File: src/core/lsrc_pkg.sv
`default_nettype none

package lsrc_pkg;

  // ----------------------------------------------------------------
  // Widths
  // ----------------------------------------------------------------
  localparam int ADDR_W = 5;
  localparam int DATA_W = 8;
  localparam int COUNT_W = 16;

  // ----------------------------------------------------------------
  // Command byte layout
  // ----------------------------------------------------------------
  localparam int CMD_FLAG_BIT = 7;
  localparam int CMD_TYPE_HI = 6;
  localparam int CMD_TYPE_LO = 5;
  localparam int CMD_ADDR_HI = 4;
  localparam int CMD_ADDR_LO = 0;
  localparam logic [7:0] CMD_RESET = 8'h00;

  // Transfer type carried in the command byte
  typedef enum logic [1:0] {
    LSRC_XFER_REPEAT  = 2'b00,
    LSRC_XFER_AUTO    = 2'b01,
    LSRC_XFER_RESV    = 2'b10,
    LSRC_XFER_SPECIAL = 2'b11
  } lsrc_xfer_t;

  // Special function codes in the address field
  localparam logic [4:0] SF_NONE = 5'h00;
  localparam logic [4:0] SF_LIGHT_CLEAR = 5'h06;

  // ----------------------------------------------------------------
  // Register addresses
  // ----------------------------------------------------------------
  localparam logic [4:0] ADDR_FUNCTION_ENABLE = 5'h00;
  localparam logic [4:0] ADDR_INTEGRATION_TIME = 5'h01;
  localparam logic [4:0] ADDR_WAIT_TIME = 5'h03;
  localparam logic [4:0] ADDR_LOW_THRESHOLD_LO = 5'h04;
  localparam logic [4:0] ADDR_LOW_THRESHOLD_HI = 5'h05;
  localparam logic [4:0] ADDR_HIGH_THRESHOLD_LO = 5'h06;
  localparam logic [4:0] ADDR_HIGH_THRESHOLD_HI = 5'h07;
  localparam logic [4:0] ADDR_INTERRUPT_FILTER = 5'h0c;
  localparam logic [4:0] ADDR_DEVICE_CONFIGURATION = 5'h0d;
  localparam logic [4:0] ADDR_GAIN_CONTROL = 5'h0f;
  localparam logic [4:0] ADDR_PART_IDENTIFIER = 5'h12;
  localparam logic [4:0] ADDR_DEVICE_STATE = 5'h13;
  localparam logic [4:0] ADDR_VISIBLE_COUNT_LO = 5'h14;
  localparam logic [4:0] ADDR_VISIBLE_COUNT_HI = 5'h15;
  localparam logic [4:0] ADDR_INFRARED_COUNT_LO = 5'h16;
  localparam logic [4:0] ADDR_INFRARED_COUNT_HI = 5'h17;

  // ----------------------------------------------------------------
  // Reset values
  // ----------------------------------------------------------------
  localparam logic [7:0] RST_FUNCTION_ENABLE = 8'h00;
  localparam logic [7:0] RST_INTEGRATION_TIME = 8'hff;
  localparam logic [7:0] RST_WAIT_TIME = 8'hff;
  localparam logic [7:0] RST_THRESHOLD = 8'h00;
  localparam logic [7:0] RST_INTERRUPT_FILTER = 8'h00;
  localparam logic [7:0] RST_DEVICE_CONFIGURATION = 8'h00;
  localparam logic [7:0] RST_GAIN_CONTROL = 8'h00;
  localparam logic [15:0] RST_COUNT = 16'h0000;
  localparam logic [7:0] RD_UNMAPPED = 8'h00;

  // ----------------------------------------------------------------
  // Read/write register table, one entry per storage byte
  // ----------------------------------------------------------------
  localparam int RW_COUNT = 10;
  localparam int IDX_ENABLE = 0;
  localparam int IDX_ITIME = 1;
  localparam int IDX_WAIT_TIME = 2;
  localparam int IDX_LTL = 3;
  localparam int IDX_LTH = 4;
  localparam int IDX_HTL = 5;
  localparam int IDX_HTH = 6;
  localparam int IDX_FILTER = 7;
  localparam int IDX_CONFIG = 8;
  localparam int IDX_GAIN = 9;

  localparam logic [4:0] RW_ADDR [RW_COUNT] = '{
    ADDR_FUNCTION_ENABLE, ADDR_INTEGRATION_TIME, ADDR_WAIT_TIME,
    ADDR_LOW_THRESHOLD_LO, ADDR_LOW_THRESHOLD_HI, ADDR_HIGH_THRESHOLD_LO,
    ADDR_HIGH_THRESHOLD_HI, ADDR_INTERRUPT_FILTER, ADDR_DEVICE_CONFIGURATION,
    ADDR_GAIN_CONTROL
  };
  localparam logic [7:0] RW_RESET [RW_COUNT] = '{
    RST_FUNCTION_ENABLE, RST_INTEGRATION_TIME, RST_WAIT_TIME,
    RST_THRESHOLD, RST_THRESHOLD, RST_THRESHOLD, RST_THRESHOLD,
    RST_INTERRUPT_FILTER, RST_DEVICE_CONFIGURATION, RST_GAIN_CONTROL
  };

  // ----------------------------------------------------------------
  // Field positions
  // ----------------------------------------------------------------
  localparam int ENABLE_IRQ_EN_BIT = 4;
  localparam int STATE_PENDING_BIT = 4;

endpackage : lsrc_pkg

`default_nettype wire

File: src/core/lsrc_cmd_decode.sv
`default_nettype none

// --------------------------------------------------------------------
// Command byte decoder and register pointer
// --------------------------------------------------------------------
module lsrc_cmd_decode (
  // Clock and reset
  input wire logic i_clk,
  input wire logic i_rst,
  // Byte stream from the serial front end
  input wire logic i_xfer_start,
  input wire logic i_wr_valid,
  input wire logic [7:0] i_wr_byte,
  input wire logic i_rd_req,
  // Decoded outputs
  output logic [4:0] o_ptr,
  output logic o_data_wr,
  output logic o_irq_clear
);

  logic [4:0] ptr_q;
  logic [4:0] ptr_d;
  lsrc_pkg::lsrc_xfer_t type_q;
  lsrc_pkg::lsrc_xfer_t type_d;
  logic first_q;
  logic first_d;

  // Only the first byte of a write transfer may be a command
  wire first_byte = first_q | i_xfer_start;
  wire is_cmd = i_wr_valid & first_byte & i_wr_byte[lsrc_pkg::CMD_FLAG_BIT];
  wire [1:0] cmd_type = i_wr_byte[lsrc_pkg::CMD_TYPE_HI:lsrc_pkg::CMD_TYPE_LO];
  wire [4:0] cmd_addr = i_wr_byte[lsrc_pkg::CMD_ADDR_HI:lsrc_pkg::CMD_ADDR_LO];
  wire is_special = is_cmd & (cmd_type == lsrc_pkg::LSRC_XFER_SPECIAL);
  wire is_addr_cmd = is_cmd & ~is_special;
  wire data_acc = (i_wr_valid & ~is_cmd) | i_rd_req;
  wire auto_step = data_acc & (type_q == lsrc_pkg::LSRC_XFER_AUTO);

  // Special functions keep the pointer: they carry no register address
  assign o_irq_clear = is_special & (cmd_addr == lsrc_pkg::SF_LIGHT_CLEAR);
  assign o_data_wr = i_wr_valid & ~is_cmd;
  assign o_ptr = ptr_q;

  // Pointer wraps in its 5-bit field; repeated mode holds it
  assign ptr_d = is_addr_cmd ? cmd_addr :
                 auto_step ? ptr_q + 5'h01 : ptr_q;
  assign type_d = is_addr_cmd ? lsrc_pkg::lsrc_xfer_t'(cmd_type) : type_q;
  assign first_d = i_wr_valid ? 1'b0 : (i_xfer_start | first_q);

  // Pointer, type and first-byte flag
  always_ff @(posedge i_clk or posedge i_rst) begin
    if (i_rst) begin
      ptr_q <= lsrc_pkg::CMD_RESET[lsrc_pkg::CMD_ADDR_HI:lsrc_pkg::CMD_ADDR_LO];
      type_q <= lsrc_pkg::LSRC_XFER_REPEAT;
      first_q <= 1'b0;
    end else begin
      ptr_q <= ptr_d;
      type_q <= type_d;
      first_q <= first_d;
    end
  end

endmodule : lsrc_cmd_decode

`default_nettype wire

File: src/core/lsrc_irq_latch.sv
`default_nettype none

// --------------------------------------------------------------------
// Sticky light interrupt flag
// --------------------------------------------------------------------
module lsrc_irq_latch (
  // Clock and reset
  input wire logic i_clk,
  input wire logic i_rst,
  // Set and clear
  input wire logic i_set,
  input wire logic i_clear,
  // Flag
  output logic o_pending
);

  logic pending_q;
  logic pending_d;

  // Set beats clear so an event in the clearing cycle survives
  assign pending_d = i_set | (pending_q & ~i_clear);

  // Flag storage
  always_ff @(posedge i_clk or posedge i_rst) begin
    if (i_rst) begin
      pending_q <= 1'b0;
    end else begin
      pending_q <= pending_d;
    end
  end

  assign o_pending = pending_q;

endmodule : lsrc_irq_latch

`default_nettype wire

File: src/core/lsrc_regbank.sv
// Operation
// - Registers reached only through serial byte port
// - Command address field sets register pointer
// - Bits six-five choose transfer type
// - Repeated type keeps pointer unchanged
// - Auto type steps pointer per byte
// - Special code six clears light interrupt
// - Interrupt clear acts once, self clearing
// - Low threshold from bytes four, five
// - High threshold from bytes six, seven
// - Visible count readable at 0x14/0x15
// - Infrared count readable at 0x16/0x17
// - Enable register read/write, resets zero
// - Reads use pointer from previous command
// - Non-command bytes stored at kept pointer
// - Interrupt holds until clear command
`default_nettype none

module lsrc_regbank #(
  parameter logic [7:0] PART_ID = 8'h5a // Arbitrary identity value
) (
  // Clock and reset
  input wire logic i_clk,
  input wire logic i_rst,
  // Byte port from the serial front end
  input wire logic i_xfer_start,
  input wire logic i_wr_valid,
  input wire logic [7:0] i_wr_byte,
  input wire logic i_rd_req,
  output logic [7:0] o_rd_data,
  output logic o_rd_valid,
  // Conversion engine results
  input wire logic i_count_load,
  input wire logic [15:0] i_visible_count,
  input wire logic [15:0] i_infrared_count,
  input wire logic [7:0] i_status,
  input wire logic i_light_event,
  // Settings towards the engine
  output logic [7:0] o_function_enable,
  output logic [7:0] o_integration_time,
  output logic [7:0] o_wait_time,
  output logic [15:0] o_low_threshold,
  output logic [15:0] o_high_threshold,
  output logic [7:0] o_interrupt_filter,
  output logic [7:0] o_device_configuration,
  output logic [7:0] o_gain_control,
  // Interrupt
  output logic o_irq_pending,
  output logic o_irq_n
);

  // ------------------------------------------------------------------
  // Elaboration checks
  // ------------------------------------------------------------------
  if (lsrc_pkg::RW_COUNT < 1) begin : g_chk
    $error("lsrc_regbank needs at least one writable register");
  end

  // ------------------------------------------------------------------
  // Command decoding
  // ------------------------------------------------------------------
  logic [4:0] ptr;
  logic data_wr;
  logic irq_clear;

  // The pointer is the only path to any register; all access is bytes
  lsrc_cmd_decode u_cmd (
    .i_clk(i_clk),
    .i_rst(i_rst),
    .i_xfer_start(i_xfer_start),
    .i_wr_valid(i_wr_valid),
    .i_wr_byte(i_wr_byte),
    .i_rd_req(i_rd_req),
    .o_ptr(ptr),
    .o_data_wr(data_wr),
    .o_irq_clear(irq_clear)
  );

  // ------------------------------------------------------------------
  // Writable registers
  // ------------------------------------------------------------------
  logic [7:0] rw_q [lsrc_pkg::RW_COUNT];
  logic [lsrc_pkg::RW_COUNT-1:0] rw_hit;

  // One byte of storage per table entry, reset to its table value
  for (genvar g = 0; g < lsrc_pkg::RW_COUNT; g++) begin : g_rw
    assign rw_hit[g] = (ptr == lsrc_pkg::RW_ADDR[g]);
    always_ff @(posedge i_clk or posedge i_rst) begin
      if (i_rst) begin
        rw_q[g] <= lsrc_pkg::RW_RESET[g];
      end else if (data_wr && rw_hit[g]) begin
        rw_q[g] <= i_wr_byte;
      end
    end
  end

  // ------------------------------------------------------------------
  // Channel count snapshot
  // ------------------------------------------------------------------
  logic [15:0] visible_q;
  logic [15:0] infrared_q;

  // Both channels load together so a pair never mixes two conversions
  always_ff @(posedge i_clk or posedge i_rst) begin
    if (i_rst) begin
      visible_q <= lsrc_pkg::RST_COUNT;
      infrared_q <= lsrc_pkg::RST_COUNT;
    end else if (i_count_load) begin
      visible_q <= i_visible_count;
      infrared_q <= i_infrared_count;
    end
  end

  // ------------------------------------------------------------------
  // Light interrupt
  // ------------------------------------------------------------------
  logic pending;

  lsrc_irq_latch u_irq (
    .i_clk(i_clk),
    .i_rst(i_rst),
    .i_set(i_light_event),
    .i_clear(irq_clear),
    .o_pending(pending)
  );

  assign o_irq_pending = pending;

  // Status shows live engine bits with the pending flag overlaid
  logic [7:0] state_byte;
  always_comb begin
    state_byte = i_status;
    state_byte[lsrc_pkg::STATE_PENDING_BIT] = pending;
  end

  // Pin is gated by the enable mask; the flag itself always records
  logic irq_n_q;
  wire irq_n_d = ~(pending & rw_q[lsrc_pkg::IDX_ENABLE][lsrc_pkg::ENABLE_IRQ_EN_BIT]);

  always_ff @(posedge i_clk or posedge i_rst) begin
    if (i_rst) begin
      irq_n_q <= 1'b1;
    end else begin
      irq_n_q <= irq_n_d;
    end
  end

  assign o_irq_n = irq_n_q;

  // ------------------------------------------------------------------
  // Read selection
  // ------------------------------------------------------------------
  logic [7:0] rw_rd;

  // At most one table entry matches, so an OR of gated bytes suffices
  always_comb begin
    rw_rd = lsrc_pkg::RD_UNMAPPED;
    for (int k = 0; k < lsrc_pkg::RW_COUNT; k++) begin
      rw_rd = rw_rd | (rw_hit[k] ? rw_q[k] : 8'h00);
    end
  end

  // Read-only and unmapped decode; unmapped answers zero
  wire [7:0] rd_data_d =
    (|rw_hit) ? rw_rd :
    (ptr == lsrc_pkg::ADDR_PART_IDENTIFIER) ? PART_ID :
    (ptr == lsrc_pkg::ADDR_DEVICE_STATE) ? state_byte :
    (ptr == lsrc_pkg::ADDR_VISIBLE_COUNT_LO) ? visible_q[7:0] :
    (ptr == lsrc_pkg::ADDR_VISIBLE_COUNT_HI) ? visible_q[15:8] :
    (ptr == lsrc_pkg::ADDR_INFRARED_COUNT_LO) ? infrared_q[7:0] :
    (ptr == lsrc_pkg::ADDR_INFRARED_COUNT_HI) ? infrared_q[15:8] :
    lsrc_pkg::RD_UNMAPPED;

  logic [7:0] rd_data_q;
  logic rd_valid_q;

  // Read answer one cycle after the request, at the held pointer
  always_ff @(posedge i_clk or posedge i_rst) begin
    if (i_rst) begin
      rd_data_q <= 8'h00;
      rd_valid_q <= 1'b0;
    end else begin
      rd_valid_q <= i_rd_req;
      if (i_rd_req) begin
        rd_data_q <= rd_data_d;
      end
    end
  end

  assign o_rd_data = rd_data_q;
  assign o_rd_valid = rd_valid_q;

  // ------------------------------------------------------------------
  // Settings outputs
  // ------------------------------------------------------------------
  // Thresholds pair their bytes; a half-written pair is seen at once
  assign o_function_enable = rw_q[lsrc_pkg::IDX_ENABLE];
  assign o_integration_time = rw_q[lsrc_pkg::IDX_ITIME];
  assign o_wait_time = rw_q[lsrc_pkg::IDX_WAIT_TIME];
  assign o_low_threshold = {rw_q[lsrc_pkg::IDX_LTH], rw_q[lsrc_pkg::IDX_LTL]};
  assign o_high_threshold = {rw_q[lsrc_pkg::IDX_HTH], rw_q[lsrc_pkg::IDX_HTL]};
  assign o_interrupt_filter = rw_q[lsrc_pkg::IDX_FILTER];
  assign o_device_configuration = rw_q[lsrc_pkg::IDX_CONFIG];
  assign o_gain_control = rw_q[lsrc_pkg::IDX_GAIN];

endmodule : lsrc_regbank

`default_nettype wire

File: config.mk
export PLATFORM = sky130hd
export DESIGN_NAME = lsrc_regbank
export DESIGN_NICKNAME = d
export VERILOG_FILES = /design/src/core/lsrc_pkg.sv /design/src/core/lsrc_cmd_decode.sv /design/src/core/lsrc_irq_latch.sv /design/src/core/lsrc_regbank.sv
export SDC_FILE = /design/constraint.sdc
export NUM_CORES = 1
export LEC_CHECK = 0
export BUFFER_PORTS_ARGS = -buffer_cell sky130_fd_sc_hd__buf_4
export CORE_MARGIN = 1.5
export CORE_UTILIZATION = 30
export CTS_CLUSTER_DIAMETER = 40
export DETAILED_ROUTE_END_ITERATION = 8
export GPL_TIMING_DRIVEN = 0
export PLACE_DENSITY_LB_ADDON = 0.08
export SLEW_MARGIN = 30
export SYNTH_ARGS = -nofsm -noshare
export SYNTH_HDL_FRONTEND = slang
export SYNTH_SLANG_ARGS = --single-unit
File: constraint.sdc
create_clock -name i_clk -period 3.66 [get_ports i_clk]
set_input_delay 0.183 -clock i_clk [delete_from_list [all_inputs] [get_ports i_clk]]
set_output_delay 0.183 -clock i_clk [all_outputs]
set_load 0.005 [all_outputs]
Word level (Yosys, flattened, before mapping):

Index checks and enable logic that the tools add are counted.

* memories: 0
* bits in read-only memories: 0
* bits in writable memories: 0
* register bits after elaboration: 131
* output and inout port bits: 91
* bits in latches: 0
* word-level logic and storage cells: 96

* equality and inequality tests: 18
* bitwise gates (word level): 25
* reduce and logical (&&, ||, !) cells: 13
* shift operators: 0
* muxes and demuxes: 20
* div/mod/pow operators: 0
* $mul: 0
* $add $sub $neg: 1
* order comparisons: 0

Operators with widths (number)
* 8-bit two-way mux: 17
* 8-bit OR: 9
* 5-bit == test (second input constant): 6
* 5-bit by 3-bit == test with 1-bit output (second input constant): 5
* 5-bit by 4-bit == test with 1-bit output (second input constant): 3
* 1-bit logical AND: 10
* 5-bit two-way mux: 2
* 10-bit OR reduction: 1
* 1-bit AND: 9
* 5-bit by 1-bit adder with 5-bit output (second input constant): 1
* 5-bit by 1-bit == test with 1-bit output (second input constant): 1
* 5-bit by 2-bit == test with 1-bit output (second input constant): 1
* 5-bit logical NOT: 1
* 1-bit NOT: 4
* 1-bit OR: 3
* 2-bit by 1-bit == test with 1-bit output (second input constant): 1
* 2-bit == test (second input constant): 1
* 2-bit nonzero test: 1
* 1-bit two-way mux: 1

Depth between registers and ports, before layout:

* depth after elaboration: 12
* depth in mapped cells: 11

Modules after synthesis:

A second synthesis with hierarchy kept.

* cells, all modules: 500
* area, all modules: 6318.6 µm²

By module, submodules not included
* lsrc_regbank: times used 1, area an instance 5833.1 µm², cells each 445
* lsrc_cmd_decode: times used 1, area an instance 445.4 µm², cells each 51
* lsrc_irq_latch: times used 1, area an instance 40.0 µm², cells each 4

Worst setup path before layout:

Ideal clock, no wire load.

* kind: reg2reg
* start point: register u_cmd.ptr_q[0], in the netlist u_cmd.o_ptr[0]
* end point: register rd_data_q[5], in the netlist o_rd_data[5]
* library setup time: 0.084 ns
* period minus slack after synthesis: 2.505 ns
* data arrival time: 2.421 ns
* cell stages (with the launch flop): 11
* path buffers: 3
* slack: 1.155 ns
* cells stage by stage: dfrtp_1 > ha_1 > clkbuf_2 > clkbuf_1 > and3_1 > ha_1 > clkbuf_1 > a21o_1 > nor3_2 > or3b_1 > a41oi_2

* cells in the longest elaborated chain, start to end: 12
* elaborated cells between the ends (all ways): 43
* those cells by class: eq/ne (15); mux (17); bitwise (9); reduce/logical (2)

RTL lines
* from (decl): RTL line lsrc_cmd_decode.sv:21 `logic [4:0] ptr_q;`
* from (signal assigned): RTL line lsrc_cmd_decode.sv:52 `ptr_q <= lsrc_pkg::CMD_RESET[lsrc_pkg::CMD_ADDR_HI:lsrc_pkg::CMD_ADDR_LO];`
* from (signal assigned): RTL line lsrc_cmd_decode.sv:56 `ptr_q <= ptr_d;`
* 5-bit by 1-bit == test with 1-bit output or 5-bit logical NOT (tied branches): RTL line lsrc_regbank.sv:87 `assign rw_hit[g] = (ptr == lsrc_pkg::RW_ADDR[g]);`
* 8-bit two-way mux: RTL line lsrc_regbank.sv:159 `rw_rd = rw_rd | (rw_hit[k] ? rw_q[k] : 8'h00);`
* 8-bit OR (9 in a row): RTL line lsrc_regbank.sv:159
* 8-bit two-way mux (*): RTL line lsrc_regbank.sv:165 `(|rw_hit) ? rw_rd :`
* to (signal assigned): RTL line lsrc_regbank.sv:185 `rd_data_q <= rd_data_d;`
* to (decl): RTL line lsrc_regbank.sv:174 `logic [7:0] rd_data_q;`

Every way passes the cells marked *; elsewhere a longest branch is shown, timed or not.
A chain may end at the register's enable or synchronous reset.

Final worst setup path:

* start point: register u_cmd.ptr_q[0], in the netlist u_cmd.o_ptr[0]
* end point: register rd_data_q[6], in the netlist o_rd_data[6]

The elaborated chain is that of the path after synthesis.

==> results.txt <==
Syn_nets -> 569
Mapped Cells -> 509
FF/Latch Area -> 0.00330 mm²
Final hold vios -> 0
Placed cell count -> 923
Non-filler cells in the finished layout -> 992
Async SR Flop Fraction -> 1.00
RR Startpoint -> u_cmd.o_ptr[0]$_DFFE_PP0P_
Setup CP Type -> reg2reg
Gpl congestion -> 0.858
Final setup violation count -> 0
Syn Area/Cell -> 12.2 µm²
H-tree depth reported by CTS -> 4
P&R area growth vs syn -> 40.0%
Unrepaired setup endpoints after global routing -> no
DRC viols -> 0
Fmax -> 298 MHz
Ys flop type -> dfrtp_1
Top cell type by total area after synthesis -> dfrtp_1
Root Driver -> clkbuf_16
Critical path startpoint category -> flop
Worst Path Arrival -> 3610 ps
Final worst path period need -> 3360 ps
Largest net degree at the start of global routing -> 85
CTS tree -> done
Num CTS Buffers -> 17
Slew headroom -> 0.473
Met1 Resource Use GR -> 0.275
Mux share of post-synthesis cell area -> 0.240
Die area -> 0.0216 mm²
Footprint of the multi-input gates -> 0.00276 mm²
Critical path fanouts, max -> 10
NumNets Final -> 769
Hold Path Depth -> 2
Yosys warnings -> 0
Vias per cell -> 5.01
Fin Setup TNS -> 0 ps
Boundary pin count -> 146
Busiest grt layer -> met2
Number of detailed-route iterations in the first pass -> 5
Total GRT Usage -> 0.200
First-pass GRT wire length -> 31,900 µm
Status -> finished clean
Later-pin clock latency in the skew report -> 420 ps
Die H -> 147 µm
Drt wl/cell -> 21.2 µm
M2 GR Usage -> 0.322
Max Cap Viol -> 0
Clock buffer depth -> 2
Vias in the first global route -> 5,278
Adder-cell share of the synthesized area -> 0.0101
Worst Hold End -> u_cmd.o_ptr[3]$_DFFE_PP0P_
Initial core utilization -> 0.307
Worst hold path class -> in2reg
Netlist Area Pre-Place -> 0.00622 mm²
Final WL -> 21,000 µm
Worst R2R Setup Slack -> 300 ps
DRT iter0 DRCs -> 259
Largest family of logic cells by synthesized area -> multiplexers
Crit path required time -> 3920 ps
M3 GR Usage -> 0.0425
Antenna diodes -> 0
Post-synthesis sequential area ratio -> 0.530
Number of synthesized register bits -> 131
Total gr overflow -> 0
Complex-gate fraction of the synthesized area -> 0.0877
Post-synth top area share -> 0.458
Setup Skew -> 8.25 ps
Post-route ant nets -> 0
Cell variety after synth -> 58
Worst hold path startpoint -> i_wr_byte[3]
EDFF count, synth -> 0
Critical Path Sink Type -> flop
Worst-margin pin slew -> 791 ps
Placed cell area -> 0.00767 mm²
Num rows -> 52
Core area -> 0.0203 mm²
Final instance area -> 0.00871 mm²
Final Cycle Share -> 0.917
Via count -> 4,970
Clock slew at reported path FFs -> 60 ps
DP HPWL -> 15,300 µm
Die width -> 147 µm
Worst reg2reg path depth -> 10
Simple-gate share of the synthesized area -> 0.0991
Layout cell share with drive strength beyond 1 -> 0.452
Initial antenna violation count -> 0
Pwr Density -> 766 mW/mm²
Reg-to-Reg End -> o_rd_data[6]$_DFFE_PP0P_
Pins Over Slew Limit -> 0
Synth top area cells -> dfrtp_1 46%, mux2_2 21%, dfstp_2 7.2%
Post-Synth XOR/XNOR Area -> 0.00563
Port Buffers -> 143
CTS Sinks -> 131
Leak Pwr -> 3.96 nW
Fillers -> 1,987
Worst vdd ir -> 0.385 mV
==> routing by layer <==
metal,part of all wire,vias to the layer above,wire length (µm)
met2,0.48,148,10000
met4,0.012,0,249
met1,0.46,2537,9740
met5,0,-,0
li1,-,2267,-
met3,0.047,18,980
==> placed cells by master, fill, tap and decap left out, types with 4 or more instances in the layout <==
master / count
a22o_1: 4
buf_4: 145
nand3_1: 11
nor2_1: 27
buf_2: 7
a22oi_1: 6
o22ai_1: 9
dfstp_2: 17
nand2_1: 42
a222oi_1: 6
a21oi_1: 12
mux2_2: 116
bufinv_16: 6
nor4_1: 4
dfrtp_1: 114
dlygate4sd3_1: 37
o21ai_0: 16
ha_1: 5
nor2b_1: 8
nor3b_1: 4
mux2i_1: 19
clkbuf_1: 19
clkbuf_16: 17
buf_1: 4
inv_1: 5
==> Yosys cell counts (2+ instances only) <==
library cell	count
a21oi_1	12
a221oi_1	2
a222oi_1	6
a22o_1	4
a22oi_1	6
a311oi_1	2
a32oi_1	2
and2_1	2
and3_1	3
buf_1	4
buf_2	7
buf_4	2
clkbuf_1	17
dfrtp_1	114
dfstp_2	17
ha_1	5
inv_1	6
mux2_2	116
mux2i_1	19
nand2_1	42
nand2b_1	2
nand3_1	11
nand4_1	3
nor2_1	27
nor2b_1	8
nor3_1	2
nor3b_1	4
nor4_1	4
nor4bb_1	2
o2111ai_1	2
o21ai_0	16
o22a_1	2
o22ai_1	9
or3b_1	2
or4_1	2
xnor2_1	3
==> per-stage QoR <==
stage,setup WS [ps],power [mW],utilization,hold slack (ps)
6_report,303,6.68,0.429,20.5
5_1_grt,123,7.04,0.429,17.5
4_1_cts,215,6.75,0.429,0.849
3_5_place_dp,224,4.73,0.378,208
3_3_place_gp,-1740,4.69,0.376,363
2_1_floorplan,7.44,3.52,-,214
==> repair_timing <==
action                    in CTS  in global routing
hold endpoints to repair      80                  1
hold buffers                  36                  1
gates resized for setup        0                  0
setup buffers                  0                  0
==> critical path, cell delays in order (launching register included) <==
cell,delay [ps]
dfrtp_1,440
ha_1,180
clkbuf_2,230
clkbuf_1,490
and3_1,240
ha_1,130
clkbuf_1,440
a21o_1,210
o31ai_2,150
nor4_1,580
a311oi_1,100
==> how the worst max path moves through the flow <==
stage / start / to / slack [ps]
2_1_floorplan: i_rst / infrared_q[0]$_DFFE_PP0P_ / 7
3_5_place_dp: u_cmd.o_ptr[0]$_DFFE_PP0P_ / o_rd_data[6]$_DFFE_PP0P_ / 220
4_1_cts: u_cmd.o_ptr[0]$_DFFE_PP0P_ / o_rd_data[6]$_DFFE_PP0P_ / 210
5_1_grt: u_cmd.o_ptr[0]$_DFFE_PP0P_ / o_rd_data[6]$_DFFE_PP0P_ / 120
3_3_place_gp: i_rst / o_high_threshold[6]$_DFFE_PP0P_ / -1740
6_report: u_cmd.o_ptr[0]$_DFFE_PP0P_ / o_rd_data[6]$_DFFE_PP0P_ / 300
==> flip-flops by register name, summed over array words and instances (netlist names), 2 cells and up <==
signal,count
o_function_enable,8
o_low_threshold,16
o_gain_control,8
o_device_configuration,8
o_interrupt_filter,8
u_cmd.type_q,2
o_integration_time,8
o_high_threshold,16
infrared_q,16
o_wait_time,8
o_rd_data,8
visible_q,16
u_cmd.o_ptr,5
==> cells by family after synthesis <==
logic type	Yosys count
muxes	135
DFF	131
and+or+nand+nor	121
AOI/OAI and AO/OA	75
buffers and inverters	38
adders and majority gates	5
xor gates and xnor gates	4
==> area by class of cell <==
cell class | instances | area share
sequential | 131 | 0.379
clock inverter | 12 | 0.0261
multi-input combinational | 340 | 0.316
clock buffer | 20 | 0.0513
inverter | 6 | 0.00345
tap | 270 | 0.0388
buffer | 32 | 0.0167
timing repair buffer | 181 | 0.169
==> power breakdown <==
part	switching [mW]	internal [mW]
registers	0.403	1.94
logic	1.14	1.23
clock network	0.659	1.30
No activity file was read; power rests on OpenSTA's default activity.
